--- config.mk ---
export PLATFORM = sky130hd
export DESIGN_NAME = rics_io_compare_switch_unit
export DESIGN_NICKNAME = d
export VERILOG_FILES = /design/src/design/rics_pkg.sv /design/src/design/rics_io_compare_switch_unit.sv
export SDC_FILE = /design/constraint.sdc
export NUM_CORES = 1
export LEC_CHECK = 0
export BUFFER_PORTS_ARGS = -buffer_cell sky130_fd_sc_hd__buf_4
export CORE_MARGIN = 3
export CORE_UTILIZATION = 45
export CTS_BUF_LIST = sky130_fd_sc_hd__clkbuf_8
export CTS_CLUSTER_SIZE = 20
export DETAILED_ROUTE_END_ITERATION = 10
export GPL_TIMING_DRIVEN = 0
export PLACE_DENSITY = 0.73
export RECOVER_POWER = 50
export SLEW_MARGIN = 10
export SYNTH_ARGS = -nofsm -noshare
export SYNTH_HDL_FRONTEND = slang
export SYNTH_SLANG_ARGS = --single-unit
export TNS_END_PERCENT = 30
--- constraint.sdc ---
create_clock -name clk -period 2.7 [get_ports clk]
set_clock_uncertainty 0.2 [all_clocks]
set_input_delay 0.135 -clock clk [delete_from_list [all_inputs] [get_ports clk]]
set_output_delay 0.135 -clock clk [all_outputs]
set_load 0.1 [all_outputs]
--- src/design/rics_pkg.sv ---
// package for the redundant io compare switch: widths, address map, control fields, reset and timing constants
// assumes a single 100 MHz clock domain shared with the lockstep cpus
package rics_pkg;
  // ==========================================================================
  // widths
  // ==========================================================================
  localparam int ADDR_W   = 8;
  localparam int DATA_W   = 16;
  localparam int CTRL_W   = 4;
  localparam int ALARM_N  = 48;
  localparam int SRC_N    = 3;
  // ==========================================================================
  // address map: ordinary io range and group alarm word just above it
  // ==========================================================================
  localparam logic [ADDR_W-1:0] IO_LO_ADDR    = 8'h00;
  localparam logic [ADDR_W-1:0] IO_HI_ADDR    = 8'h60;
  localparam logic [ADDR_W-1:0] ALARM_ADDR    = 8'h61;
  // internal registers sit above the group alarm word
  localparam logic [ADDR_W-1:0] REG_JUMPER    = 8'h70;
  localparam logic [ADDR_W-1:0] REG_LAST_IO   = 8'h71;
  localparam logic [ADDR_W-1:0] REG_LAST_REG  = 8'h72;
  localparam logic [ADDR_W-1:0] REG_COMPARE   = 8'h73;
  localparam logic [ADDR_W-1:0] REG_STATUS    = 8'h74;
  localparam logic [ADDR_W-1:0] REG_CONTROL   = 8'h75;
  localparam logic [ADDR_W-1:0] REG_ALARM_LO  = 8'h76;
  localparam logic [ADDR_W-1:0] REG_ALARM_MID = 8'h77;
  localparam logic [ADDR_W-1:0] REG_ALARM_HI  = 8'h78;
  // ==========================================================================
  // control register fields
  // ==========================================================================
  localparam int CTL_MASTER_BIT = 0;
  localparam int CTL_CHECK_BIT  = 1;
  localparam int CTL_CLEAR_BIT  = 2;
  // control word bits: 0 write, 1 read
  localparam int CW_WRITE_BIT   = 0;
  localparam int CW_READ_BIT    = 1;
  // ==========================================================================
  // reset values
  // ==========================================================================
  localparam logic              MASTER_RST = 1'b0;
  localparam logic [DATA_W-1:0] DATA_RST   = 16'h0000;
  // ==========================================================================
  // alarm rate limit defaults
  // ==========================================================================
  localparam int RATE_WINDOW_US = 1000;
  localparam int CLK_MHZ        = 100;
  localparam int RATE_WINDOW_CYC = RATE_WINDOW_US * CLK_MHZ;
  localparam int RATE_LIMIT     = 16;
  // ==========================================================================
  // address range decode result
  // ==========================================================================
  typedef enum logic [1:0] {
    RICS_RANGE_IO    = 2'b00,
    RICS_RANGE_ALARM = 2'b01,
    RICS_RANGE_REG   = 2'b10,
    RICS_RANGE_NONE  = 2'b11
  } rics_range_e;
endpackage : rics_pkg

--- src/design/rics_io_compare_switch_unit.sv ---
// io compare switch unit: merges two lockstep cpu buses onto one io bus and checks them
// assumes both cpus are on clk; io bus returns read data combinationally; alarm and supply pins are async
`timescale 1ns/1ps
module rics_io_compare_switch_unit #(
  parameter int RATE_WINDOW = rics_pkg::RATE_WINDOW_CYC,  // alarm observation window in cycles
  parameter int RATE_LIMIT  = rics_pkg::RATE_LIMIT        // alarms allowed per window
) (
  input  wire logic                        clk,             // 100 MHz system clock
  input  wire logic                        arst_n,          // async reset, active low
  input  wire logic                        cpu1_strobe,     // cpu one cycle request
  input  wire logic [rics_pkg::ADDR_W-1:0] cpu1_addr,       // cpu one address
  input  wire logic [rics_pkg::DATA_W-1:0] cpu1_wdata,      // cpu one write data
  input  wire logic [rics_pkg::CTRL_W-1:0] cpu1_ctrl,       // cpu one control lines
  input  wire logic                        cpu2_strobe,     // cpu two cycle request
  input  wire logic [rics_pkg::ADDR_W-1:0] cpu2_addr,       // cpu two address
  input  wire logic [rics_pkg::DATA_W-1:0] cpu2_wdata,      // cpu two write data
  input  wire logic [rics_pkg::CTRL_W-1:0] cpu2_ctrl,       // cpu two control lines
  output logic      [rics_pkg::DATA_W-1:0] cpu1_rdata,      // read data to cpu one
  output logic      [rics_pkg::DATA_W-1:0] cpu2_rdata,      // read data to cpu two
  output logic                             cpu1_ack,        // cycle done to cpu one
  output logic                             cpu2_ack,        // cycle done to cpu two
  output logic                             compare_error,   // sticky mismatch to cpus
  output logic                             io_strobe,       // single io bus cycle
  output logic      [rics_pkg::ADDR_W-1:0] io_addr,         // io bus address
  output logic      [rics_pkg::DATA_W-1:0] io_wdata,        // io bus write data
  output logic      [rics_pkg::CTRL_W-1:0] io_ctrl,         // io bus control lines
  input  wire logic [rics_pkg::DATA_W-1:0] io_rdata,        // io bus read data
  input  wire logic [7:0]                  jumper,          // jumper straps
  input  wire logic                        supply24_ok,     // 24 V rail in tolerance
  input  wire logic                        supply5_ok,      // 5 V rail in tolerance
  input  wire logic [rics_pkg::ALARM_N-1:0] alarm_a,        // process_alarm_line set a
  input  wire logic [rics_pkg::ALARM_N-1:0] alarm_b,        // process_alarm_line set b
  input  wire logic [rics_pkg::ALARM_N-1:0] alarm_c,        // process_alarm_line set c
  output logic                             master_sel,      // mastership selection
  output logic                             check_pulse,     // start local unit check
  output logic                             supply_fault,    // supply out of tolerance
  output logic                             alarm_irq,       // alarm interrupt request
  output logic                             alarm_inhibit    // interrupts blocked by rate
);
  // ==========================================================================
  // functions
  // ==========================================================================
  function automatic rics_pkg::rics_range_e decode_range(input logic [rics_pkg::ADDR_W-1:0] a);
    if (a <= rics_pkg::IO_HI_ADDR) begin
      decode_range = rics_pkg::RICS_RANGE_IO;
    end else if (a == rics_pkg::ALARM_ADDR) begin
      decode_range = rics_pkg::RICS_RANGE_ALARM;
    end else if (a >= rics_pkg::REG_JUMPER && a <= rics_pkg::REG_ALARM_HI) begin
      decode_range = rics_pkg::RICS_RANGE_REG;
    end else begin
      decode_range = rics_pkg::RICS_RANGE_NONE;
    end
  endfunction : decode_range

  // ==========================================================================
  // input synchronisers for pins
  // ==========================================================================
  // each alarm set is synchronised on its own, so the merge only ever reads settled bits
  logic [1:0]                                   sup_s1, sup_s2;
  logic [7:0]                                   jmp_s1, jmp_s2;
  logic [rics_pkg::SRC_N*rics_pkg::ALARM_N-1:0] al_raw1, al_raw2;
  logic [rics_pkg::ALARM_N-1:0]                 al_s2;
  always_ff @(posedge clk or negedge arst_n) begin
    if (!arst_n) begin
      sup_s1  <= 2'h3;
      sup_s2  <= 2'h3;
      jmp_s1  <= 8'h00;
      jmp_s2  <= 8'h00;
      al_raw1 <= '0;
      al_raw2 <= '0;
    end else begin
      sup_s1  <= {supply24_ok, supply5_ok};
      sup_s2  <= sup_s1;
      jmp_s1  <= jumper;
      jmp_s2  <= jmp_s1;
      al_raw1 <= {alarm_c, alarm_b, alarm_a};
      al_raw2 <= al_raw1;
    end
  end
  // redundant sources on one position fold into one logical bit, never more than 48
  assign al_s2 = al_raw2[47:0] | al_raw2[95:48] | al_raw2[143:96];

  // ==========================================================================
  // channel compare and merge
  // ==========================================================================
  logic                        mismatch;
  logic                        cyc;
  logic                        is_wr;
  rics_pkg::rics_range_e       range;
  logic [rics_pkg::DATA_W-1:0] rd_word;
  always_comb begin
    // the ack path is also compared so a broken fan-out shows up
    mismatch = (cpu1_strobe != cpu2_strobe) || (cpu1_strobe && ((cpu1_addr != cpu2_addr) ||
               (cpu1_wdata != cpu2_wdata) || (cpu1_ctrl != cpu2_ctrl))) ||
               (cpu1_rdata != cpu2_rdata) || (cpu1_ack != cpu2_ack);
    cyc   = cpu1_strobe && cpu2_strobe;
    is_wr = cpu1_ctrl[rics_pkg::CW_WRITE_BIT];
    range = decode_range(cpu1_addr);
    io_strobe = cyc && (range == rics_pkg::RICS_RANGE_IO) && !mismatch;
    io_addr   = cpu1_addr;
    io_wdata  = cpu1_wdata;
    io_ctrl   = cpu1_ctrl;
  end

  // ==========================================================================
  // register state
  // ==========================================================================
  logic [rics_pkg::ADDR_W-1:0] last_io, next_last_io, last_reg, next_last_reg;
  logic [rics_pkg::DATA_W-1:0] cmp_word, next_cmp_word;
  logic                        next_error, next_master, next_check;
  logic [rics_pkg::DATA_W-1:0] next_rdata;
  logic                        next_ack, clear_req;
  logic [rics_pkg::ALARM_N-1:0] alarm_prev, alarm_rise;
  logic [31:0]                 win_cnt, next_win_cnt;
  logic [15:0]                 rate_cnt, next_rate_cnt;
  logic                        next_inhibit, next_irq, next_supply_fault;

  always_comb begin
    clear_req = cyc && !mismatch && is_wr && cpu1_addr == rics_pkg::REG_CONTROL &&
                cpu1_wdata[rics_pkg::CTL_CLEAR_BIT];
    rd_word = rics_pkg::DATA_RST;
    if (range == rics_pkg::RICS_RANGE_IO) begin
      rd_word = io_rdata;
    end else if (range == rics_pkg::RICS_RANGE_ALARM || cpu1_addr == rics_pkg::REG_ALARM_LO) begin
      rd_word = al_s2[15:0];
    end else if (cpu1_addr == rics_pkg::REG_ALARM_MID) begin
      rd_word = al_s2[31:16];
    end else if (cpu1_addr == rics_pkg::REG_ALARM_HI) begin
      rd_word = al_s2[47:32];
    end else if (cpu1_addr == rics_pkg::REG_JUMPER) begin
      rd_word = {8'h00, jmp_s2};
    end else if (cpu1_addr == rics_pkg::REG_LAST_IO) begin
      rd_word = {8'h00, last_io};
    end else if (cpu1_addr == rics_pkg::REG_LAST_REG) begin
      rd_word = {8'h00, last_reg};
    end else if (cpu1_addr == rics_pkg::REG_COMPARE) begin
      rd_word = cmp_word;
    end else if (cpu1_addr == rics_pkg::REG_STATUS) begin
      rd_word = {11'h000, alarm_inhibit, supply_fault, compare_error, master_sel, 1'b0};
    end
    next_rdata = cyc ? rd_word : rics_pkg::DATA_RST;
    next_ack   = cyc;
    next_last_io  = io_strobe ? cpu1_addr : last_io;
    next_last_reg = (cyc && range != rics_pkg::RICS_RANGE_IO) ? cpu1_addr : last_reg;
    // set wins over clear so a mismatch in the clearing cycle is kept
    next_error    = mismatch ? 1'b1 : (clear_req ? 1'b0 : compare_error);
    next_cmp_word = mismatch ? {cpu1_addr ^ cpu2_addr, 4'h0, cpu1_ctrl ^ cpu2_ctrl} :
                    (clear_req ? rics_pkg::DATA_RST : cmp_word);
    next_master = master_sel;
    next_check  = 1'b0;
    if (cyc && !mismatch && is_wr && cpu1_addr == rics_pkg::REG_CONTROL) begin
      next_master = cpu1_wdata[rics_pkg::CTL_MASTER_BIT];
      next_check  = cpu1_wdata[rics_pkg::CTL_CHECK_BIT];
    end
    // alarm rate window: count cycles with a rising alarm, inhibit past the limit
    alarm_rise    = al_s2 & ~alarm_prev;
    next_win_cnt  = (win_cnt >= 32'(RATE_WINDOW - 1)) ? 32'h0 : win_cnt + 32'h1;
    next_rate_cnt = (win_cnt >= 32'(RATE_WINDOW - 1)) ? 16'h0 :
                    ((|alarm_rise && rate_cnt != 16'hffff) ? rate_cnt + 16'h1 : rate_cnt);
    next_inhibit  = alarm_inhibit;
    if (rate_cnt > 16'(RATE_LIMIT)) begin
      next_inhibit = 1'b1;
    end else if (clear_req) begin
      next_inhibit = 1'b0;
    end
    // one inhibit blocks every alarm passing this unit
    next_irq = |al_s2 && !next_inhibit;
    next_supply_fault = ~&sup_s2;
  end

  always_ff @(posedge clk or negedge arst_n) begin
    if (!arst_n) begin
      last_io       <= '0;
      last_reg      <= '0;
      cmp_word      <= rics_pkg::DATA_RST;
      compare_error <= 1'b0;
      master_sel    <= rics_pkg::MASTER_RST;
      check_pulse   <= 1'b0;
      cpu1_rdata    <= rics_pkg::DATA_RST;
      cpu2_rdata    <= rics_pkg::DATA_RST;
      cpu1_ack      <= 1'b0;
      cpu2_ack      <= 1'b0;
      alarm_prev    <= '0;
      win_cnt       <= '0;
      rate_cnt      <= '0;
      alarm_inhibit <= 1'b0;
      alarm_irq     <= 1'b0;
      supply_fault  <= 1'b0;
    end else begin
      last_io       <= next_last_io;
      last_reg      <= next_last_reg;
      cmp_word      <= next_cmp_word;
      compare_error <= next_error;
      master_sel    <= next_master;
      check_pulse   <= next_check;
      cpu1_rdata    <= next_rdata;
      cpu2_rdata    <= next_rdata;
      cpu1_ack      <= next_ack;
      cpu2_ack      <= next_ack;
      alarm_prev    <= al_s2;
      win_cnt       <= next_win_cnt;
      rate_cnt      <= next_rate_cnt;
      alarm_inhibit <= next_inhibit;
      alarm_irq     <= next_irq;
      supply_fault  <= next_supply_fault;
    end
  end
endmodule : rics_io_compare_switch_unit

==> run metrics, run 1 <==
initial antenna violation count 2; gr ovfl total 0; placer congestion estimate around 0.88; Starting Density 0.460; die width around 190 um; WL per Instance 20.3 um; Mean Syn Cell Area roughly 14 um^2; layout cell share with drive strength beyond 1 0.283; DR vias roughly 12,000; fin util 0.715; TritonCTS Buffers between 70 and 80; Port Buffers 296; top flop regs al_raw1: 144 flops, al_raw2: 144 flops, alarm_prev: 48 flops; Final nets slightly above 2,000; fin worst setup slack -3.79 ps; status finished, violations left; commonest non-fill, non-tap cell in the layout dfrtp_1; CTS Sinks roughly 460; cells along the critical path nor3_1, inv_1, a221oi_1, a21oi_1, dlygate4sd3_1; Leak 10.6 nW; worst path required time 2950 ps; Worst Hold Slack around 38 ps; Worst-Skew Late Latency 600 ps; cell with the largest stage delay on the worst path dlygate4sd3_1; Finish-stage setup viols 1; RSZ-0062 raised after global routing true; CP Capture Type flop; CP Max Fanout 3; CP Data Arrival Time between 2000 and 3000 ps; Final Hold Viols 0; Via density approximately 5.0; DP HPWL between 20,000 and 30,000 um; Min-Delay Path Depth 2; most frequent cells in the layout dfrtp_1, dlygate4sd3_1, buf_4; Seq/Total Area, Yosys 0.753; first-pass GRT wire length roughly 73,000 um; Synth Flop Type dfrtp_1; vias in the first global route around 13,000; Syn. warnings 0; CTS H-tree lvls 3; Cells after DPL between 1,500 and 2,000; maximum clock rate ~0.37 GHz; final wirelength about 47,000 um; Period minus WS final between 2000 and 3000 ps; Clock transition at path regs 70 ps; # rows between 60 and 70; async set-reset flop share out of synthesis 1.00; drt first pass iters 6; Worst R2R Path Depth 5; die area between 0.03 and 0.04 mm^2; Max VDD drop roughly 0.54 mV; die height around 190 um; WS Path Type reg -> reg; worst-margin pin slew between 1000 and 1500 ps; pins over their slew limit 0; DRC errors left 0; IO Pins 299; Max-slew headroom 0.187; violated checks setup timing; max incr delay on CP 620 ps; #FFs+latches synth approximately 460; pin count of the biggest net entering global routing 121; Post-Syn Instances approximately 1,100; Root Buffer clkbuf_8; Max-Cap Viols 0; Distinct cells, synth 55; startpoint types flop; final period utilization 1.00; Bufs on Longest Clock Path 3; Mapped Area approximately 0.015 mm^2; CTS tree built; Overall Global Routing Usage 0.266; Core Box Area between 0.03 and 0.04 mm^2; number of synthesized flops with an enable pin 0; drt initial violations between 700 and 800; power per standard cell area around 650 mW/mm^2; Cell Count, Final, Fillers Out 2,320; Area growth, synth to finish 55.4%; Routed Antenna Nets 0; Hold Path Class in -> reg
[routing by layer]
layer	GRT usage	vias to the layer above	wire length, um
li1	-	5111	-
met5	0	-	0
met1	0.310	5806	16900
met4	0.129	0	2460
met3	0.0554	166	3120
met2	0.469	586	24600
[timing repair]
item	4_1_cts	5_1_grt
buffers inserted	2	11
endpoints found under the setup margin	17	24
gates cloned	0	0
hold endpoints to repair	431	2
hold buffers	362	2
resized for setup	20	28
pin swaps	2	6
[cells in the mapped netlist (all sizes together), types with 13 or more instances]
master,instances,area share
buf,55,0.027
o22ai,35,0.014
inv,55,0.014
o21ai,13,0.0043
xor2,36,0.021
nor3,56,0.022
dfrtp,451,0.75
nor2,56,0.014
mux2i,16,0.011
a21oi,37,0.012
nand3,16,0.0056
clkbuf,15,0.0037
nor4,19,0.0079
a221oi,14,0.0081
nand2,48,0.012
nand4,22,0.0091
mux2,15,0.011
[where the power goes]
part           internal [mW]  total [mW]  switching, mW
logic                  0.830        1.70          0.868
clock network           3.30        6.14           2.84
registers               7.18        7.36          0.179
[logic make-up (layout without fill, tap and decap cells)]
kind of cell | Yosys count | after routing | share of synthesized area
AND/OR/NAND/NOR | 260 | 260 | 0.0942
buffers and inverters | 125 | 934 | 0.0443
multiplexers | 32 | 32 | 0.0232
flip-flops | 455 | 455 | 0.753
adder cells (fa/ha/maj) | 4 | 4 | 0.00331
XOR/XNOR | 42 | 42 | 0.0243
AO/OA/AOI/OAI | 133 | 133 | 0.0572
other | 1 | 18 | 0.000248
[critical path: cells and delay by family (launching register included)]
family          cells  cell delay, ps
flops               1             370
compound gates      2             630
simple gates        1             530
buf+inv             2             830
[area by class of cell]
cell class	count	area (um^2)
Sequential cell	455	11400
Fill cell	2089	9360
Timing Repair Buffer	676	5980
Multi-Input combinational cell	486	3360
Clock buffer	92	1270
Tap cell	442	553
Buffer	70	479
Clock inverter	41	254
Inverter	55	206
Antenna cell	3	7.51
[worst paths after layout]
check / startpoint / endpoint / slack (ps)
max: al_raw2[77] / cpu2_rdata[13] / -4
max in group asynchronous: arst_n / cpu2_rdata[10] / 510
max reg2reg: al_raw2[77] / cpu2_rdata[13] / -4
min reg2reg: al_raw1[92] / al_raw2[92] / 140
min in group asynchronous: arst_n / check_pulse / 770
min: alarm_c[7] / al_raw1[103] / 40
[stage by stage]
| step | area [um^2] | setup slack [ps] | setup TNS [ps] | total power, mW |
|---|---|---|---|---|
| 6_report | 23500 | -3.79 | -3.79 | 15.2 |
| 5_1_grt | 23500 | -34.6 | -40.1 | 15.8 |
| 4_1_cts | 23400 | 5.13 | 0 | 15.0 |
| 3_5_place_dp | 18100 | -433 | -5800 | 8.65 |
| 3_3_place_gp | 18000 | -2940 | -1313050 | 8.59 |
| 2_1_floorplan | 15200 | -72.1 | -505 | 8.01 |
(Power assumes the default switching activity.)
==> run 2: changes to the inputs <==
--- a/config.mk
+++ b/config.mk
@@ -12,7 +12,7 @@
 export CTS_CLUSTER_SIZE = 20
 export DETAILED_ROUTE_END_ITERATION = 10
 export GPL_TIMING_DRIVEN = 0
-export PLACE_DENSITY = 0.73
+export PLACE_DENSITY = 0.67
 export RECOVER_POWER = 50
 export SLEW_MARGIN = 10
 export SYNTH_ARGS = -nofsm -noshare
==> run metrics, run 2 (same netlist as run 1, synthesis figures left out) <==
Overall Global Routing Usage 0.250 (was 0.266); initial antenna violation count 5 (was 2); placer congestion estimate 0.855 (was 0.884); DP Worst Slack -461 ps (was -433 ps); Final Hold Viols 6 (was 0); drt initial violations 732 (was 773); Period minus WS final 2600 ps (was 2700 ps); DRC errors left 0 (unchanged); sw frac 0.257 (was 0.256); vias in the first global route 12,500 (was 13,000); IO Pins 299 (unchanged); Port Buffers 296 (unchanged); Worst-Skew Late Latency 620 ps (was 600 ps); CTS H-tree lvls 3 (unchanged); Area growth, synth to finish 54.2% (was 55.4%); worst-margin pin slew 1280 ps (was 1220 ps); Max VDD drop 0.441 mV (was 0.542 mV); WS Path Type in -> out (was reg -> reg); CTS Sinks 455 (unchanged); TritonCTS Buffers 73 (was 74); Max-slew headroom 0.150 (was 0.187); most frequent cells in the layout dfrtp_1, dlygate4sd3_1, buf_4 (unchanged); sw power 3.83 mW (was 3.89 mW); fin worst setup slack 105 ps (was -3.79 ps); Bufs on Longest Clock Path 3 (unchanged); final period utilization 0.961 (was 1.00); CP Capture Type output port (was flop); CTS tree built (unchanged); Clock transition at path regs 70 ps (about the same); Final nets 2,039 (was 2,052); Root Buffer clkbuf_8 (unchanged); Clock Power Share 0.395 (was 0.404); worst path required time 2370 ps (was 2950 ps); DR vias 11,300 (was 11,700); Leak 10.5 nW (was 10.6 nW); Final Total Pwr 14.9 mW (was 15.2 mW); Max-Cap Viols 0 (unchanged); die area 0.0358 mm^2 (unchanged); Core Box Area 0.0329 mm^2 (unchanged); maximum clock rate 0.385 GHz (was 0.370 GHz); Int Pwr 11.1 mW (was 11.3 mW); RSZ-0062 raised after global routing true (unchanged); Hold Path Class in -> async (was in -> reg); WL per Instance 19.3 um (was 20.3 um); commonest non-fill, non-tap cell in the layout dfrtp_1 (unchanged); Worst Hold Slack -18.5 ps (was 37.8 ps); die height 189 um (unchanged); status finished, violations left (unchanged); violated checks hold timing (was setup timing); fillers 2,127 (was 2,089); final wirelength 44,400 um (was 47,100 um); layout cell share with drive strength beyond 1 0.277 (was 0.283); CP Max Fanout 7 (was 3); first-pass GRT wire length 68,500 um (was 72,700 um); gr ovfl total 0 (unchanged); fin util 0.710 (was 0.715); Finish-stage setup viols 0 (was 1); CP Data Arrival Time 2260 ps (was 2960 ps); setup TNS 0 ps (was -3.79 ps); combinational power share 0.112 (about the same); power per standard cell area 639 mW/mm^2 (was 647 mW/mm^2); Seq pwr share 0.493 (was 0.484); # rows 66 (unchanged); drt first pass iters 5 (was 6); startpoint types input port (was flop); pins over their slew limit 0 (unchanged); Via density 4.92 (was 5.03); Routed Antenna Nets 0 (unchanged); die width 189 um (unchanged); pin count of the biggest net entering global routing 127 (was 121); DP HPWL 25,700 um (was 26,000 um); top flop regs al_raw1: 144 flops, al_raw2: 144 flops, alarm_prev: 48 flops (unchanged); Starting Density 0.460 (unchanged)
## run 2: final timing paths
| kind | slack [ps] | to | start | cells past startpoint |
|---|---|---|---|---|
| hold / removal | -20 | check_pulse | arst_n | 2 |
| max in group asynchronous | 740 | al_raw1[62] | arst_n | 4 |
| setup reg to reg | 110 | rate_cnt[2] | al_raw2[21] | 9 |
| min in group clk | -20 | cmp_word[14] | cpu1_addr[6] | 5 |
| setup / recovery | 100 | io_strobe | cpu1_wdata[1] | 10 |
| hold reg to reg | 140 | al_raw2[38] | al_raw1[38] | 0 |
## run 2: power by group through the flow
stage          clock network [mW]  logic (mW)  registers [mW]
6_report                     5.90        1.67            7.35
4_1_cts                      5.88        1.65            7.32
2_1_floorplan                   0       0.557            7.45
3_5_place_dp                    0        1.21            7.43
3_3_place_gp                    0        1.18            7.42
5_1_grt                      6.32        1.78            7.37
## run 2: per-layer routing
layer  vias to the layer above  share of wire  track usage
li1                       5088              -            -
met1                      5668           0.37        0.293
met2                       432           0.53        0.445
met3                       123          0.054       0.0518
met4                         2          0.041        0.110
met5                         -        0.00016            0
## run 2: final cells by class
| type | count | area [um^2] | share of cell area |
|---|---|---|---|
| Sequential cell | 455 | 11400 | 0.488 |
| Antenna cell | 4 | 10.0 | 0.000429 |
| Clock inverter | 38 | 258 | 0.0111 |
| Inverter | 55 | 206 | 0.00885 |
| Multi-Input combinational cell | 486 | 3370 | 0.144 |
| Clock buffer | 87 | 1200 | 0.0513 |
| Timing Repair Buffer | 664 | 5860 | 0.251 |
| Tap cell | 442 | 553 | 0.0237 |
| Buffer | 70 | 479 | 0.0205 |
## run 2: critical path, cell delays in order
cell and delay (ps):
dlygate4sd3_1 540, buf_4 150, xor2_1 140, nor4_1 290, nand3_1 130, o21ai_2 140
nand2b_1 90, buf_6 140, nor3_4 280, buf_12 220
## run 2: what timing repair did
action / CTS / global route
hold endpoints to repair: 304 / 3
setup endpoints to repair: 17 / 28
pin swaps: 2 / 11
gates resized for setup: 20 / 31
hold buffers: 353 / 2
buffers inserted: 2 / 10
## run 2: per-stage QoR
stage | instance area (um^2) | std cells
2_1_floorplan | 15200 | 1066
3_3_place_gp | 18000 | 1804
3_5_place_dp | 18100 | 1807
4_1_cts | 23200 | 2287
5_1_grt | 23300 | 2301
6_report | 23300 | 2301
